===== config.mk =====
export PLATFORM = sky130hd
export DESIGN_NAME = tmtx_master_tx
export DESIGN_NICKNAME = d
export VERILOG_FILES = /design/src/tmtx_pkg.sv /design/src/tmtx_link_if.sv /design/src/tmtx_bit_engine.sv /design/src/tmtx_master_tx.sv
export SDC_FILE = /design/constraint.sdc
export NUM_CORES = 1
export LEC_CHECK = 0
export ABC_AREA = 0
export BUFFER_PORTS_ARGS = -buffer_cell sky130_fd_sc_hd__buf_2
export CORE_MARGIN = 4
export CORE_UTILIZATION = 50
export CTS_CLUSTER_DIAMETER = 50
export DETAILED_ROUTE_END_ITERATION = 16
export PLACE_DENSITY = 0.68
export SYNTH_ARGS = -nofsm -noshare
export SYNTH_HDL_FRONTEND = slang
export SYNTH_SLANG_ARGS = --single-unit

===== constraint.sdc =====
create_clock -name clk -period 4.1 [get_ports clk]
set_input_delay 0 -clock clk [delete_from_list [all_inputs] [get_ports clk]]
set_output_delay 0 -clock clk [all_outputs]
set_load 0.05 [all_outputs]

===== src/tmtx_pkg.sv =====
package tmtx_pkg;

  // clock and bus bit timing
  localparam int CLK_PERIOD_PS = 8000;
  localparam int QUARTER_NS    = 2500;
  localparam int QUARTER_CYC   = (QUARTER_NS * 1000 + CLK_PERIOD_PS - 1) / CLK_PERIOD_PS;
  localparam logic [8:0] QUARTER_LAST = 9'(QUARTER_CYC - 1);
  localparam logic [2:0] BYTE_LAST_BIT = 3'h7;

  // register map, one index per register
  localparam logic [1:0] ADDR_CONTROL = 2'h0;
  localparam logic [1:0] ADDR_STATUS  = 2'h1;
  localparam logic [1:0] ADDR_DATA    = 2'h2;

  // bus_control_reg fields
  localparam int CTL_FLAG_BIT   = 7;
  localparam int CTL_ACK_EN_BIT = 6;
  localparam int CTL_BEGIN_BIT  = 5;
  localparam int CTL_HALT_BIT   = 4;
  localparam int CTL_ENABLE_BIT = 2;
  localparam int CTL_IRQ_EN_BIT = 0;

  // bus_status_reg fields
  localparam int STS_PRESC_LSB = 0;
  localparam int STS_PRESC_MSB = 1;

  // values after reset
  localparam logic       FLAG_RST   = 1'b0;
  localparam logic [7:0] CONTROL_RST = 8'h00;
  localparam logic [7:0] DATA_RST    = 8'hff;
  localparam logic [1:0] PRESC_RST   = 2'h0;

  // status codes, prescaler bits masked
  localparam logic [7:0] ST_START     = 8'h08;
  localparam logic [7:0] ST_RESTART   = 8'h10;
  localparam logic [7:0] ST_ADDR_ACK  = 8'h18;
  localparam logic [7:0] ST_ADDR_NACK = 8'h20;
  localparam logic [7:0] ST_DATA_ACK  = 8'h28;
  localparam logic [7:0] ST_DATA_NACK = 8'h30;
  localparam logic [7:0] ST_ARB_LOST  = 8'h38;
  localparam logic [7:0] ST_IDLE      = 8'hf8;
  localparam logic [7:0] ST_CODE_MASK = 8'hf8;

  typedef enum logic [1:0] {
    TMTX_CMD_START,
    TMTX_CMD_STOP,
    TMTX_CMD_BIT,
    // released acknowledge slot: the slave owns sda, so no arbitration there
    TMTX_CMD_ACK
  } tmtx_cmd_t;

endpackage

===== src/tmtx_link_if.sv =====
`timescale 1ns/1ps
interface tmtx_link_if;
  logic                req;
  tmtx_pkg::tmtx_cmd_t cmd;
  logic                tx_bit;
  logic                done;
  logic                rx_bit;
  logic                lost;
  logic                bus_busy;
  logic                scl_s;
  logic                sda_s;
  logic                scl_low;
  logic                sda_low;

  modport engine (input req, cmd, tx_bit, scl_s, sda_s,
                  output done, rx_bit, lost, bus_busy, scl_low, sda_low);
  modport ctrl   (output req, cmd, tx_bit, scl_s, sda_s,
                  input done, rx_bit, lost, bus_busy, scl_low, sda_low);
endinterface


===== src/tmtx_bit_engine.sv =====
`timescale 1ns/1ps
module tmtx_bit_engine (
  // system
  input wire logic     clk,
  input wire logic     rst,
  // byte controller side
  tmtx_link_if.engine  lnk
);

  typedef enum {ENG_IDLE, ENG_Q0, ENG_Q1, ENG_Q2, ENG_Q3} tmtx_eng_t;

  tmtx_eng_t           state_reg;
  tmtx_pkg::tmtx_cmd_t cmd_reg;
  logic                bit_reg;
  logic [8:0]          tick_reg;
  logic                sda_prev_reg;
  logic                tick_done;
  logic                q1_end;
  logic                lose_now;

  // the high quarter only runs while scl is really high, so a stretching slave holds us
  assign tick_done = (tick_reg == tmtx_pkg::QUARTER_LAST) && (state_reg != ENG_Q1 || lnk.scl_s);
  assign q1_end    = (state_reg == ENG_Q1) && tick_done;
  assign lose_now  = q1_end && cmd_reg == tmtx_pkg::TMTX_CMD_BIT && bit_reg && !lnk.sda_s;

  always_ff @(posedge clk or posedge rst)
  begin
    if (rst)
    begin
      state_reg <= ENG_IDLE;
      cmd_reg   <= tmtx_pkg::TMTX_CMD_BIT;
      bit_reg   <= 1'b1;
      tick_reg  <= 9'h000;
    end
    else
    begin
      if (state_reg == ENG_IDLE || tick_done)
        tick_reg <= 9'h000;
      else if (state_reg != ENG_Q1 || lnk.scl_s)
        tick_reg <= tick_reg + 9'h001;
      case (state_reg)
        ENG_IDLE:
        begin
          if (lnk.req)
          begin
            state_reg <= ENG_Q0;
            cmd_reg   <= lnk.cmd;
            bit_reg   <= lnk.tx_bit;
          end
        end
        ENG_Q0:  if (tick_done) state_reg <= ENG_Q1;
        ENG_Q1:  if (tick_done) state_reg <= lose_now ? ENG_IDLE : ENG_Q2;
        ENG_Q2:  if (tick_done) state_reg <= ENG_Q3;
        ENG_Q3:  if (tick_done) state_reg <= ENG_IDLE;
        default: state_reg <= ENG_IDLE;
      endcase
    end
  end

  // line drivers; scl stays low after a bit so the bus waits for software
  always_ff @(posedge clk or posedge rst)
  begin
    if (rst)
    begin
      lnk.scl_low <= 1'b0;
      lnk.sda_low <= 1'b0;
    end
    else if (state_reg == ENG_IDLE && lnk.req)
    begin
      case (lnk.cmd)
        tmtx_pkg::TMTX_CMD_START: lnk.sda_low <= 1'b0;
        tmtx_pkg::TMTX_CMD_STOP:  lnk.sda_low <= 1'b1;
        default:                  lnk.sda_low <= !lnk.tx_bit;
      endcase
    end
    else if (state_reg == ENG_Q0 && tick_done)
      lnk.scl_low <= 1'b0;
    else if (q1_end)
    begin
      if (lose_now)
      begin
        lnk.scl_low <= 1'b0;
        lnk.sda_low <= 1'b0;
      end
      else if (cmd_reg == tmtx_pkg::TMTX_CMD_START)
        lnk.sda_low <= 1'b1;
      else if (cmd_reg == tmtx_pkg::TMTX_CMD_STOP)
        lnk.sda_low <= 1'b0;
    end
    else if (state_reg == ENG_Q2 && tick_done && cmd_reg != tmtx_pkg::TMTX_CMD_STOP)
      lnk.scl_low <= 1'b1;
  end

  // completion, sampled bit and arbitration result
  always_ff @(posedge clk or posedge rst)
  begin
    if (rst)
    begin
      lnk.done   <= 1'b0;
      lnk.lost   <= 1'b0;
      lnk.rx_bit <= 1'b1;
    end
    else
    begin
      lnk.done <= lose_now || (state_reg == ENG_Q3 && tick_done);
      if (q1_end)
      begin
        lnk.rx_bit <= lnk.sda_s;
        lnk.lost   <= lose_now;
      end
    end
  end

  // start and stop seen on the wire mark the bus busy or free
  always_ff @(posedge clk or posedge rst)
  begin
    if (rst)
    begin
      sda_prev_reg <= 1'b1;
      lnk.bus_busy <= 1'b0;
    end
    else
    begin
      sda_prev_reg <= lnk.sda_s;
      if (lnk.scl_s && sda_prev_reg && !lnk.sda_s)
        lnk.bus_busy <= 1'b1;
      else if (lnk.scl_s && !sda_prev_reg && lnk.sda_s)
        lnk.bus_busy <= 1'b0;
    end
  end

endmodule


===== src/tmtx_master_tx.sv =====
// The placing of the registers and the strobed register port are this design's own decisions.
`timescale 1ns/1ps
module tmtx_master_tx (
  // system
  input  wire logic       clk,
  input  wire logic       rst,
  // register port
  input  wire logic [1:0] reg_addr,
  input  wire logic [7:0] reg_wdata,
  input  wire logic       reg_wr,
  input  wire logic       reg_rd,
  output logic      [7:0] reg_rdata,
  // processor side
  input  wire logic       cpu_global_irq_enable,
  output logic            irq,
  output logic            master_rx_handoff,
  // open-drain bus lines
  input  wire logic       scl_in,
  output logic            scl_out,
  output logic            scl_oe_n,
  input  wire logic       sda_in,
  output logic            sda_out,
  output logic            sda_oe_n
);

  typedef enum {TX_IDLE, TX_WAIT_FREE, TX_START, TX_STOP, TX_SHIFT, TX_ACK, TX_HOLD} tmtx_state_t;

  tmtx_link_if lnk ();

  tmtx_state_t state_reg;
  logic        op_complete_flag;
  logic        bus_irq_enable;
  logic        ack_on_receive_enable;
  logic        begin_condition_request;
  logic        halt_request_bit;
  logic        engine_enable;
  logic [7:0]  bus_data_reg;
  logic [7:0]  status_code_reg;
  logic [1:0]  presc_reg;
  logic [7:0]  shift_reg;
  logic [2:0]  bit_cnt_reg;
  logic        owner_reg;
  logic        addr_phase_reg;
  logic        chain_start_reg;
  logic        req_reg;
  logic        set_flag;
  logic [7:0]  set_code;
  logic        stop_done;
  logic        release_wr;
  logic        in_tx_state;
  logic        scl_meta_reg;
  logic        scl_sync_reg;
  logic        sda_meta_reg;
  logic        sda_sync_reg;

  tmtx_bit_engine u_engine (
    .clk (clk),
    .rst (rst),
    .lnk (lnk)
  );

  ////////////////////////////////////////////////////////////////////////////
  // pin synchronisers and drivers

  always_ff @(posedge clk or posedge rst)
  begin
    if (rst)
    begin
      scl_meta_reg <= 1'b1;
      scl_sync_reg <= 1'b1;
      sda_meta_reg <= 1'b1;
      sda_sync_reg <= 1'b1;
    end
    else
    begin
      scl_meta_reg <= scl_in;
      scl_sync_reg <= scl_meta_reg;
      sda_meta_reg <= sda_in;
      sda_sync_reg <= sda_meta_reg;
    end
  end

  assign lnk.scl_s = scl_sync_reg;
  assign lnk.sda_s = sda_sync_reg;
  // open drain: drive only low, float otherwise
  assign scl_out   = 1'b0;
  assign sda_out   = 1'b0;
  assign scl_oe_n  = !lnk.scl_low;
  assign sda_oe_n  = !lnk.sda_low;

  ////////////////////////////////////////////////////////////////////////////
  // register port

  assign release_wr  = reg_wr && reg_addr == tmtx_pkg::ADDR_CONTROL && reg_wdata[tmtx_pkg::CTL_FLAG_BIT];
  assign in_tx_state = status_code_reg == tmtx_pkg::ST_ADDR_ACK || status_code_reg == tmtx_pkg::ST_ADDR_NACK ||
                       status_code_reg == tmtx_pkg::ST_DATA_ACK || status_code_reg == tmtx_pkg::ST_DATA_NACK;
  assign stop_done   = state_reg == TX_STOP && lnk.done;

  // software write of the stop bit wins over the hardware clear in the same cycle
  always_ff @(posedge clk or posedge rst)
  begin
    if (rst)
    begin
      bus_irq_enable          <= tmtx_pkg::CONTROL_RST[tmtx_pkg::CTL_IRQ_EN_BIT];
      ack_on_receive_enable   <= tmtx_pkg::CONTROL_RST[tmtx_pkg::CTL_ACK_EN_BIT];
      begin_condition_request <= tmtx_pkg::CONTROL_RST[tmtx_pkg::CTL_BEGIN_BIT];
      halt_request_bit        <= tmtx_pkg::CONTROL_RST[tmtx_pkg::CTL_HALT_BIT];
      engine_enable           <= tmtx_pkg::CONTROL_RST[tmtx_pkg::CTL_ENABLE_BIT];
    end
    else if (reg_wr && reg_addr == tmtx_pkg::ADDR_CONTROL)
    begin
      bus_irq_enable          <= reg_wdata[tmtx_pkg::CTL_IRQ_EN_BIT];
      ack_on_receive_enable   <= reg_wdata[tmtx_pkg::CTL_ACK_EN_BIT];
      begin_condition_request <= reg_wdata[tmtx_pkg::CTL_BEGIN_BIT];
      halt_request_bit        <= reg_wdata[tmtx_pkg::CTL_HALT_BIT];
      engine_enable           <= reg_wdata[tmtx_pkg::CTL_ENABLE_BIT];
    end
    else if (stop_done)
      halt_request_bit <= 1'b0;
  end

  // flag set by an event wins over a release write in the same cycle
  always_ff @(posedge clk or posedge rst)
  begin
    if (rst)
      op_complete_flag <= tmtx_pkg::FLAG_RST;
    else if (set_flag)
      op_complete_flag <= 1'b1;
    else if (release_wr)
      op_complete_flag <= 1'b0;
  end

  always_ff @(posedge clk or posedge rst)
  begin
    if (rst)
    begin
      bus_data_reg <= tmtx_pkg::DATA_RST;
      presc_reg    <= tmtx_pkg::PRESC_RST;
    end
    else if (reg_wr && reg_addr == tmtx_pkg::ADDR_DATA)
      bus_data_reg <= reg_wdata;
    else if (reg_wr && reg_addr == tmtx_pkg::ADDR_STATUS)
      presc_reg <= reg_wdata[tmtx_pkg::STS_PRESC_MSB:tmtx_pkg::STS_PRESC_LSB];
  end

  // read data stand only in the cycle after the strobe; unmapped reads give zero
  always_ff @(posedge clk or posedge rst)
  begin
    if (rst)
      reg_rdata <= 8'h00;
    else if (!reg_rd)
      reg_rdata <= 8'h00;
    else
    begin
      case (reg_addr)
        tmtx_pkg::ADDR_CONTROL:
          reg_rdata <= {op_complete_flag, ack_on_receive_enable, begin_condition_request, halt_request_bit,
                        1'b0, engine_enable, 1'b0, bus_irq_enable};
        tmtx_pkg::ADDR_STATUS: reg_rdata <= (status_code_reg & tmtx_pkg::ST_CODE_MASK) | {6'h00, presc_reg};
        tmtx_pkg::ADDR_DATA:   reg_rdata <= bus_data_reg;
        default:               reg_rdata <= 8'h00;
      endcase
    end
  end

  assign irq = op_complete_flag && bus_irq_enable && cpu_global_irq_enable;

  ////////////////////////////////////////////////////////////////////////////
  // byte sequencer

  assign lnk.req    = req_reg;
  assign lnk.cmd    = state_reg == TX_START ? tmtx_pkg::TMTX_CMD_START : state_reg == TX_ACK ? tmtx_pkg::TMTX_CMD_ACK :
                      state_reg == TX_STOP  ? tmtx_pkg::TMTX_CMD_STOP  : tmtx_pkg::TMTX_CMD_BIT;
  // during the acknowledge slot sda is released for the slave
  assign lnk.tx_bit = state_reg == TX_ACK ? 1'b1 : shift_reg[7];

  always_comb
  begin
    set_flag = 1'b0;
    set_code = status_code_reg;
    if (lnk.done)
    begin
      case (state_reg)
        TX_START:
        begin
          set_flag = 1'b1;
          set_code = owner_reg ? tmtx_pkg::ST_RESTART : tmtx_pkg::ST_START;
        end
        TX_SHIFT:
        begin
          set_flag = lnk.lost;
          set_code = tmtx_pkg::ST_ARB_LOST;
        end
        TX_ACK:
        begin
          set_flag = 1'b1;
          if (addr_phase_reg && bus_data_reg[0])
            set_code = tmtx_pkg::ST_IDLE;
          else if (addr_phase_reg)
            set_code = lnk.rx_bit ? tmtx_pkg::ST_ADDR_NACK : tmtx_pkg::ST_ADDR_ACK;
          else
            set_code = lnk.rx_bit ? tmtx_pkg::ST_DATA_NACK : tmtx_pkg::ST_DATA_ACK;
        end
        default:
        begin
          set_flag = 1'b0;
          set_code = status_code_reg;
        end
      endcase
    end
  end

  always_ff @(posedge clk or posedge rst)
  begin
    if (rst)
      status_code_reg <= tmtx_pkg::ST_IDLE;
    else if (set_flag)
      status_code_reg <= set_code;
    else if (stop_done || (release_wr && state_reg == TX_HOLD && !owner_reg))
      status_code_reg <= tmtx_pkg::ST_IDLE;
  end

  always_ff @(posedge clk or posedge rst)
  begin
    if (rst)
    begin
      state_reg         <= TX_IDLE;
      req_reg           <= 1'b0;
      shift_reg         <= 8'h00;
      bit_cnt_reg       <= 3'h0;
      owner_reg         <= 1'b0;
      addr_phase_reg    <= 1'b0;
      chain_start_reg   <= 1'b0;
      master_rx_handoff <= 1'b0;
    end
    else
    begin
      req_reg <= 1'b0;
      case (state_reg)
        TX_IDLE, TX_HOLD:
        begin
          if (release_wr)
          begin
            master_rx_handoff <= 1'b0;
            if (reg_wdata[tmtx_pkg::CTL_HALT_BIT] && owner_reg)
            begin
              state_reg       <= TX_STOP;
              req_reg         <= 1'b1;
              chain_start_reg <= reg_wdata[tmtx_pkg::CTL_BEGIN_BIT];
            end
            else if (reg_wdata[tmtx_pkg::CTL_BEGIN_BIT] && (owner_reg || reg_wdata[tmtx_pkg::CTL_ENABLE_BIT]))
            begin
              if (!owner_reg && lnk.bus_busy)
                state_reg <= TX_WAIT_FREE;
              else
              begin
                state_reg <= TX_START;
                req_reg   <= 1'b1;
              end
            end
            else if (owner_reg && (in_tx_state || status_code_reg == tmtx_pkg::ST_START ||
                                   status_code_reg == tmtx_pkg::ST_RESTART))
            begin
              state_reg      <= TX_SHIFT;
              req_reg        <= 1'b1;
              shift_reg      <= bus_data_reg;
              bit_cnt_reg    <= 3'h0;
              addr_phase_reg <= !in_tx_state;
            end
            else
              state_reg <= TX_IDLE;
          end
        end
        TX_WAIT_FREE:
        begin
          if (!lnk.bus_busy)
          begin
            state_reg <= TX_START;
            req_reg   <= 1'b1;
          end
        end
        TX_START:
        begin
          if (lnk.done)
          begin
            state_reg <= TX_HOLD;
            owner_reg <= 1'b1;
          end
        end
        TX_STOP:
        begin
          if (lnk.done)
          begin
            owner_reg       <= 1'b0;
            chain_start_reg <= 1'b0;
            state_reg       <= chain_start_reg ? TX_WAIT_FREE : TX_IDLE;
          end
        end
        TX_SHIFT:
        begin
          if (lnk.done && lnk.lost)
          begin
            state_reg <= TX_HOLD;
            owner_reg <= 1'b0;
          end
          else if (lnk.done)
          begin
            shift_reg   <= {shift_reg[6:0], 1'b0};
            bit_cnt_reg <= bit_cnt_reg + 3'h1;
            req_reg     <= 1'b1;
            if (bit_cnt_reg == tmtx_pkg::BYTE_LAST_BIT)
              state_reg <= TX_ACK;
          end
        end
        TX_ACK:
        begin
          if (lnk.done)
          begin
            state_reg <= TX_HOLD;
            if (addr_phase_reg && bus_data_reg[0] && !lnk.rx_bit)
              master_rx_handoff <= 1'b1;
          end
        end
        default: state_reg <= TX_IDLE;
      endcase
    end
  end

endmodule


==> impl_metrics.env, run 1 <==
export IMPL_status="complete, no violations"
export IMPL_hp_class="input pin to register"
export IMPL_cts_buffers=9
export IMPL_cts_root_buf="clkbuf_8"
export IMPL_cts_tree="done"
export IMPL_r2r_setup_slack_ns=1.79
export IMPL_internal_power_mw=1.122
export IMPL_drc=0
export IMPL_switching_share_pct=25.76
export IMPL_cp_arrival_ns=2.54
export IMPL_maxCapViolCount=0
export IMPL_drv_slew=0
export IMPL_p_leak_nw=1.875
export IMPL_combPwrFrac_pct=9.4
export IMPL_setup_tns_ns=0
export IMPL_clk_pin_slew_worst_paths_ns=0.08
export IMPL_r2r_end="shift_reg[7]"
export IMPL_hold_ws_ns=0.03105
export IMPL_largest_reg_flops=9
export IMPL_synth_compound_area_share_pct=12.21
export IMPL_antenna_found_initial=0
export IMPL_muxShareOfSynthArea_pct=12.14
export IMPL_seq_power_share_pct=53.0
export IMPL_htreeDepth=3
export IMPL_slew_headroom_pct=36.69
export IMPL_synth_ff_latch_count=73
export IMPL_grt_overflow=0
export IMPL_postSynth_asyncResetShare_pct=100.0
export IMPL_grtUsageTotal_pct=18.23
export IMPL_worst_pin_slew_ns=0.9476
export IMPL_drtPass1Iterations=4
export IMPL_core_um2=7331
export IMPL_yosys_warnings=0
export IMPL_clkSinkCount=73
export IMPL_wl_um=7593
export IMPL_fin_skew_ns=0.01064
export IMPL_portBuffers=28
export IMPL_drive_gt1_share_pct=27.46
export IMPL_setup_ws_ns=1.786
export IMPL_reg2reg_from="state_reg[2]"
export IMPL_end_kind="register"
export IMPL_grt_start_max_net_pins=40
export IMPL_final_nets=414
export IMPL_synth_area_um2=3822
export IMPL_die_w_um=95.44
export IMPL_dp_hpwl_um=5292
export IMPL_avgViaCountPerCell=5.546
export IMPL_irDropWorstVdd_v=0.0001944
export IMPL_reg2reg_depth=4
export IMPL_die_h_um=95.44
export IMPL_cp_max_fo=18
export IMPL_grt_pass1_wl_um=12840
export IMPL_required_ns=4.32
export IMPL_synth_adder_area_share_pct=1.637
export IMPL_syn_inst=357
export IMPL_syn_avg_cell_area_um2=10.71
export IMPL_synth_top_area_cell="dfrtp_1"
export IMPL_synth_top_cell_area_share_pct=34.70
export IMPL_synth_edf_count=0
export IMPL_synth_area_leaders="dfrtp_1, dfstp_2, mux2_2"
export IMPL_finalPower_mw=1.511
export IMPL_timing_fmax_ghz=0.4322
export IMPL_cts_max_path_buffers=2
export IMPL_hold_path_end="bus_data_reg[5]"
export IMPL_place_area_um2=3958
export IMPL_gp_congestion=0.9236
export IMPL_synth_simple_area_share_pct=17.97
export IMPL_p_switching_mw=0.3894
export IMPL_critical_path_class="register to register"
export IMPL_ant_nets=0
export IMPL_num_vias=2751
export IMPL_pre_cts_ws_ns=1.812
export IMPL_clk_latency_ns=0.34
export IMPL_first_iter_violations=186
export IMPL_hold_viol_final=0
export IMPL_area_delta_synth_final_pct=11.95
export IMPL_whs_path_depth=2
export IMPL_row_count=31
export IMPL_power_frac_clock_pct=37.6
export IMPL_rsz0062_at_grt="no"
export IMPL_wl_per_cell_um=15.31
export IMPL_n_antenna_cell=0
export IMPL_final_area_um2=4279
export IMPL_dieArea_um2=9108
export IMPL_grt_pass1_vias=2599
export IMPL_power_density_nw_per_um2=353.2
export IMPL_synth_top_family_by_area="simple AND/OR/NAND/NOR gates"
export IMPL_ys_types=65
export IMPL_startpoint_type="register"
export IMPL_min_from="reg_wdata[5]"
export IMPL_fin_crit_ns=2.314
export IMPL_yosys_area_share_xor_xnor_pct=2.062
export IMPL_period_share_pct=56.43
export IMPL_ioPinCount=31
export IMPL_yosysSeqAreaShare_pct=48.45
export IMPL_start_util_pct=52.14
export IMPL_setup_violations=0
export IMPL_synth_flop_cell="dfrtp_1"
[Yosys cell counts (all sizes together) (7+ instances only)]
library cell and count:
mux2i 10, o21ai 25, clkbuf 10, nor3 9
a21oi 14, dfrtp 53, mux2 30, dfstp 20
buf 7, inv 18, nand2 38, nor2b 9
nor2 17
[cell usage in the layout (no fill, tap or decap), drive strengths merged, types with 3 or more instances in the layout]
cell type,count
o21ai,25
mux2i,10
inv,20
dlygate4sd3,12
xor2,4
a21o,3
nor3b,3
nor3,9
mux2,30
and2,6
clkbuf,9
nor4b,3
a22oi,3
buf,29
o22ai,3
nand3,6
nor4,5
xnor2,5
clkinv,4
nor2b,9
dfstp,20
nand2,38
a21oi,14
nor2,17
nand4,5
ha,5
and3,5
a32oi,4
nand3b,4
dfrtp,53
[power by group through the flow]
stage | sequential, mW | combinational, mW | clock (mW)
6_report | 0.801 | 0.142 | 0.568
5_1_grt | 0.806 | 0.157 | 0.616
4_1_cts | 0.800 | 0.143 | 0.584
3_5_place_dp | 0.814 | 0.134 | 0
3_3_place_gp | 0.815 | 0.130 | 0
2_1_floorplan | 0.824 | 0.0819 | 0
[what timing repair did]
| item | CTS | global route |
|---|---|---|
| buffers inserted | 0 | 0 |
| resized for setup | 0 | 0 |
| endpoints found under the hold margin | 48 | 0 |
| hold buffers | 12 | 0 |
[cells by family after synthesis]
| family | count (synthesis) |
|---|---|
| other | 1 |
| and+or+nand+nor | 121 |
| xor gates and xnor gates | 9 |
| AOI/OAI and AO/OA | 72 |
| adders and majority gates | 5 |
| muxes | 40 |
| buffers and inverters | 36 |
| DFF | 73 |
[worst max path at each step]
stage / startpoint / end / slack (ns) / cells after the start
finish: state_reg[2] / shift_reg[7] / 1.79 / 4
global route: state_reg[2] / shift_reg[7] / 1.65 / 4
CTS: state_reg[2] / shift_reg[7] / 1.79 / 4
detailed placement: state_reg[2] / shift_reg[7] / 1.81 / 4
global placement: state_reg[2] / shift_reg[1] / 1.90 / 4
floorplan: state_reg[1] / shift_reg[1] / 2.24 / 5
[area by class of cell]
cell class,instances,area [um^2]
clock inverters,7,77.57
flip-flops and latches,73,1852
repair buffers,41,267.8
well taps,99,123.9
clock buffers,9,123.9
multi-input cells,249,1767
fillers,640,3052
inverters,18,67.56
[per-layer routing]
metal / wire length, um / vias to the layer above / global-route usage (%)
met5: 0 / - / 0
met4: 72 / 0 / 6.398
met3: 292 / 6 / 2.920
met2: 3486 / 64 / 28.57
met1: 3742 / 1338 / 25.70
li1: - / 1343 / -
[worst max-delay path: stages (launching register included)]
cell and delay (ns):
dfrtp_1 0.67, nand2b_1 0.23, nor2_1 0.62, mux2_2 0.42, mux2_4 0.26
[per-stage QoR]
| step | cells | util (%) |
|---|---|---|
| floorplan | 358 | - |
| global placement | 468 | 53.99 |
| detailed placement | 468 | 53.99 |
| CTS | 496 | 58.37 |
| global route | 496 | 58.37 |
| finish | 496 | 58.37 |
No activity file was read; power rests on OpenSTA's default activity.
==> run 2: changes to the inputs <==
PLACE_DENSITY = 0.71   (was 0.68)
clock period = 2.1 ns   (was 4.1 ns; I/O delays follow)
==> impl_metrics.env, run 2 (synthesis results as in run 1) <==
export IMPL_status="complete, no violations"
export IMPL_timing_fmax_ghz=0.5188
export IMPL_drive_gt1_share_pct=30.17
export IMPL_p_leak_nw=1.961
export IMPL_row_count=31
export IMPL_post_cts_setup_buffers=0
export IMPL_grt_overflow=0
export IMPL_maxCapViolCount=0
export IMPL_dieArea_um2=9108
export IMPL_portBuffers=28
export IMPL_startpoint_type="register"
export IMPL_setup_tns_ns=0
export IMPL_avgViaCountPerCell=5.586
export IMPL_final_cell_mix="dfrtp_1, nand2_1, buf_2"
export IMPL_period_share_pct=91.78
export IMPL_fin_crit_ns=1.927
export IMPL_clk_latency_ns=0.35
export IMPL_area_delta_synth_final_pct=15.88
export IMPL_fin_util_pct=60.42
export IMPL_slew_headroom_pct=58.89
export IMPL_multi_input_area_um2=1767
export IMPL_die_h_um=95.44
export IMPL_hold_viol_final=0
export IMPL_drtPass1Iterations=5
export IMPL_first_iter_violations=165
export IMPL_cts_buffers=9
export IMPL_setup_violations=0
export IMPL_die_w_um=95.44
export IMPL_power_density_nw_per_um2=714.1
export IMPL_hold_ws_ns=0.02390
export IMPL_ioPinCount=31
export IMPL_irDropWorstVdd_v=0.0003479
export IMPL_grtUsageTotal_pct=19.69
export IMPL_critical_path_class="register to register"
export IMPL_final_nets=428
export IMPL_gp_congestion=0.8990
export IMPL_cts_root_buf="clkbuf_8"
export IMPL_start_util_pct=52.14
export IMPL_cts_tree="done"
export IMPL_regArea_um2=1853
export IMPL_finalPower_mw=3.163
export IMPL_grt_pass1_wl_um=13700
export IMPL_rsz0062_at_grt="no"
export IMPL_clk_pin_slew_worst_paths_ns=0.08
export IMPL_cp_common_cell="buf_4"
export IMPL_crit_path_max_incr_delay_ns=0.55
export IMPL_grt_start_max_net_pins=37
export IMPL_hp_class="input pin to register"
export IMPL_end_kind="register"
export IMPL_cp_slowest_cell="dfrtp_1"
export IMPL_core_um2=7331
export IMPL_num_vias=2849
export IMPL_drv_slew=0
export IMPL_clkSinkCount=73
export IMPL_fin_skew_ns=0.01005
export IMPL_antenna_found_initial=0
export IMPL_cp_arrival_ns=2.17
export IMPL_drc=0
export IMPL_cts_max_path_buffers=2
export IMPL_ant_nets=0
export IMPL_fillCellCount=574
export IMPL_required_ns=2.34
export IMPL_cp_max_fo=15
export IMPL_largest_reg_flops=9
export IMPL_wl_um=8251
export IMPL_worst_pin_slew_ns=0.6150
export IMPL_final_common_cell="dfrtp_1"
export IMPL_grt_pass1_vias=2767
export IMPL_dp_hpwl_um=5843
export IMPL_htreeDepth=3
export IMPL_wl_per_cell_um=16.18
export IMPL_n_antenna_cell=0
export IMPL_path_cells="buf_4 > nor3_2 > a21bo_1 > buf_4 > mux2_2"
## run 2: changes by cell type in the layout (fill, tap and decap cells not counted), sizes merged
| cell | previous run | this run |
|---|---|---|
| buf | 29 | 44 |
| bufinv | 1 | 3 |
| clkbuf | 9 | 10 |
| clkinv | 4 | 2 |
| clkinvlp | 0 | 1 |
| dlygate4sd3 | 12 | 11 |
| inv | 20 | 18 |
## run 2: what timing repair did
item	CTS	global route
resized for setup	0	1
endpoints found under the hold margin	40	0
setup endpoints to repair	0	8
hold buffers	11	0
## run 2: stage by stage
stage               area, um^2  setup WS [ns]  std cells
floorplan                 3826         0.2449        358
global placement          4083         0.1901        483
detailed placement        4083         0.1286        483
CTS                       4428         0.1308        510
global route              4429        0.06027        510
finish                    4429         0.1725        510
## run 2: layout make-up
cell class | count | share of cell area [%]
multi-input cells | 249 | 39.89
well taps | 99 | 2.797
flip-flops and latches | 73 | 41.84
clock buffers | 10 | 2.881
inverters | 18 | 1.525
clock inverters | 6 | 2.429
repair buffers | 55 | 8.644
## run 2: per-layer routing
metal	up-vias	global-route usage, %	wire, um
li1	1369	-	-
met1	1387	27.14	3879
met2	79	30.44	3813
met4	0	7.227	144
met5	-	0	0
met3	14	4.499	414
## run 2: final timing paths
kind	from	endpoint	slack, ns	cells after the start
hold reg to reg	scl_meta_reg	lnk.scl_s	0.36	0
max in group asynchronous	rst	status_code_reg[5]	1.18	4
hold / removal	reg_wdata[5]	begin_condition_request	0.02	2
min in group asynchronous	rst	shift_reg[6]	0.24	3
setup / recovery	state_reg[0]	shift_reg[0]	0.17	5
setup reg to reg	state_reg[0]	shift_reg[0]	0.17	5
## run 2: report_power, final
group / internal (mW) / switching (mW) / total (mW) / leakage (nW)
registers: 1.51 / 0.0582 / 1.56 / 0.890
clock network: 0.786 / 0.526 / 1.31 / 0.116
logic: 0.130 / 0.157 / 0.287 / 0.954
## run 2: critical path: cells and delay by family, from the launching register on
kind,cells,cell delay [ns]
and+or+nand+nor,1,0.30
AOI/OAI and AO/OA,1,0.16
DFF,1,0.55
muxes,1,0.35
buffers and inverters,2,0.46
==> run 3: changes to the inputs <==
clock period = 1.7 ns   (was 2.1 ns; I/O delays follow)
==> impl_metrics.env, run 3 (synthesis results as in run 1) <==
export IMPL_status="finished with violations"
export IMPL_failed_checks="negative setup slack"
export IMPL_internal_power_mw=2.740
export IMPL_final_nets=464
export IMPL_rsz0062_at_grt="yes"
export IMPL_timing_fmax_ghz=0.5829
export IMPL_path_cells="or3b_4 > nor4_4 > a21bo_1 > buf_12 > mux2_4"
export IMPL_path_buf_inv=1
export IMPL_end_kind="register"
export IMPL_first_iter_violations=232
export IMPL_row_count=31
export IMPL_drive_gt1_share_pct=40.72
export IMPL_clkSinkCount=73
export IMPL_grt_start_max_net_pins=74
export IMPL_routed_top_layer="met4"
export IMPL_final_common_cell="dfrtp_1"
export IMPL_hp_class="input pin to register"
export IMPL_cts_buffers=9
export IMPL_grt_overflow=0
export IMPL_p_leak_nw=2.141
export IMPL_startpoint_type="register"
export IMPL_final_cell_mix="dfrtp_1, buf_4, nand2_1"
export IMPL_critical_path_class="register to register"
export IMPL_wl_met2_um=4349
export IMPL_setup_violations=8
export IMPL_dieArea_um2=9108
export IMPL_ioPinCount=31
export IMPL_seq_power_share_pct=51.4
export IMPL_crit_path_max_incr_delay_ns=0.41
export IMPL_htreeDepth=3
export IMPL_largest_reg_flops=9
export IMPL_period_share_pct=100.9
export IMPL_n_antenna_cell=0
export IMPL_num_vias=3031
export IMPL_die_w_um=95.44
export IMPL_fin_skew_ns=0.008008
export IMPL_switching_share_pct=26.92
export IMPL_antenna_found_initial=0
export IMPL_cts_root_buf="clkbuf_8"
export IMPL_cpLargestDelayFamily="simple AND/OR/NAND/NOR gates"
export IMPL_clk_latency_ns=0.35
export IMPL_setup_ws_ns=-0.01555
export IMPL_maxCapViolCount=0
export IMPL_wl_um=8813
export IMPL_power_frac_clock_pct=38.6
export IMPL_clk_pin_slew_worst_paths_ns=0.09
export IMPL_die_h_um=95.44
export IMPL_place_area_um2=4355
export IMPL_drtPass1Iterations=5
export IMPL_power_density_nw_per_um2=768.9
export IMPL_final_area_um2=4876
export IMPL_area_delta_synth_final_pct=27.56
export IMPL_dp_hpwl_um=6003
export IMPL_cp_max_fo=11
export IMPL_cts_max_path_buffers=2
export IMPL_portBuffers=28
export IMPL_met1_length_um=3871
export IMPL_hold_viol_final=0
export IMPL_core_um2=7331
export IMPL_combPwrFrac_pct=10.0
export IMPL_gp_congestion=0.9258
export IMPL_whs_path_depth=3
export IMPL_drc=0
export IMPL_wl_per_cell_um=16.14
export IMPL_avgViaCountPerCell=5.551
export IMPL_grtUsageTotal_pct=20.74
export IMPL_cp_arrival_ns=1.95
export IMPL_setup_tns_ns=-0.08159
export IMPL_reg2reg_depth=5
export IMPL_grt_pass1_vias=3014
export IMPL_pre_cts_ws_ns=-0.07832
export IMPL_p_switching_mw=1.009
export IMPL_fin_crit_ns=1.716
export IMPL_irDropWorstVdd_v=0.0004077
export IMPL_cp_depth=5
export IMPL_start_util_pct=52.14
export IMPL_grt_pass1_wl_um=14520
export IMPL_drv_slew=0
export IMPL_route_met3_wl_um=412
export IMPL_ant_nets=0
export IMPL_cts_tree="done"
export IMPL_required_ns=1.94
export IMPL_cp_slowest_cell="or3b_4"
[run 3: per-stage QoR]
stage	std cells	hold WS [ns]	util, %	total power [mW]
4_1_cts	544	0.02177	64.43	3.790
2_1_floorplan	358	0.004478	-	2.184
3_5_place_dp	515	0.1073	59.41	2.308
5_1_grt	546	0.03935	66.51	3.915
6_report	546	0.05322	66.51	3.749
3_3_place_gp	515	0.1054	59.41	2.292
[run 3: timing repair]
item,CTS,global route
endpoints found under the setup margin,13,31
setup buffers,0,2
endpoints found under the hold margin,77,0
pin swaps,0,6
gates resized for setup,5,30
cloned,0,0
hold buffers,13,0
[run 3: worst paths after layout]
path	slack (ns)	end	startpoint
worst max-delay path	-0.02	shift_reg[3]	status_code_reg[6]
worst min-delay path	0.05	presc_reg[1]	reg_wr
worst max register to register	-0.02	shift_reg[3]	status_code_reg[6]
worst min register to register	0.36	lnk.sda_s	sda_meta_reg
max in group asynchronous	1.07	u_engine.cmd_reg[1]	rst
min in group asynchronous	0.28	shift_reg[1]	rst
[run 3: power groups by stage]
stage	Combinational [mW]	Sequential [mW]	Clock, mW
2_1_floorplan	0.198	1.99	0
3_3_place_gp	0.336	1.96	0
3_5_place_dp	0.350	1.96	0
4_1_cts	0.376	1.93	1.49
5_1_grt	0.410	1.94	1.57
6_report	0.376	1.93	1.45
[run 3: worst min-delay path: stages]
cell     delay (ns)
buf_2          0.13
nand2_1        0.09
mux2_2         0.15
[run 3: layout make-up]
class                   instances  area, um^2
clock buffers                   9       123.9
clock inverters                 7       85.08
flip-flops and latches         73        1854
multi-input cells             249        1934
repair buffers                 91       683.2
well taps                      99       123.9
inverters                      18       71.32
fillers                       525        2455
[run 3: metal layers]
metal	track usage, %	up-vias
li1	-	1441
met1	26.21	1483
met2	34.99	93
met3	3.552	14
met4	9.005	0
met5	0	-
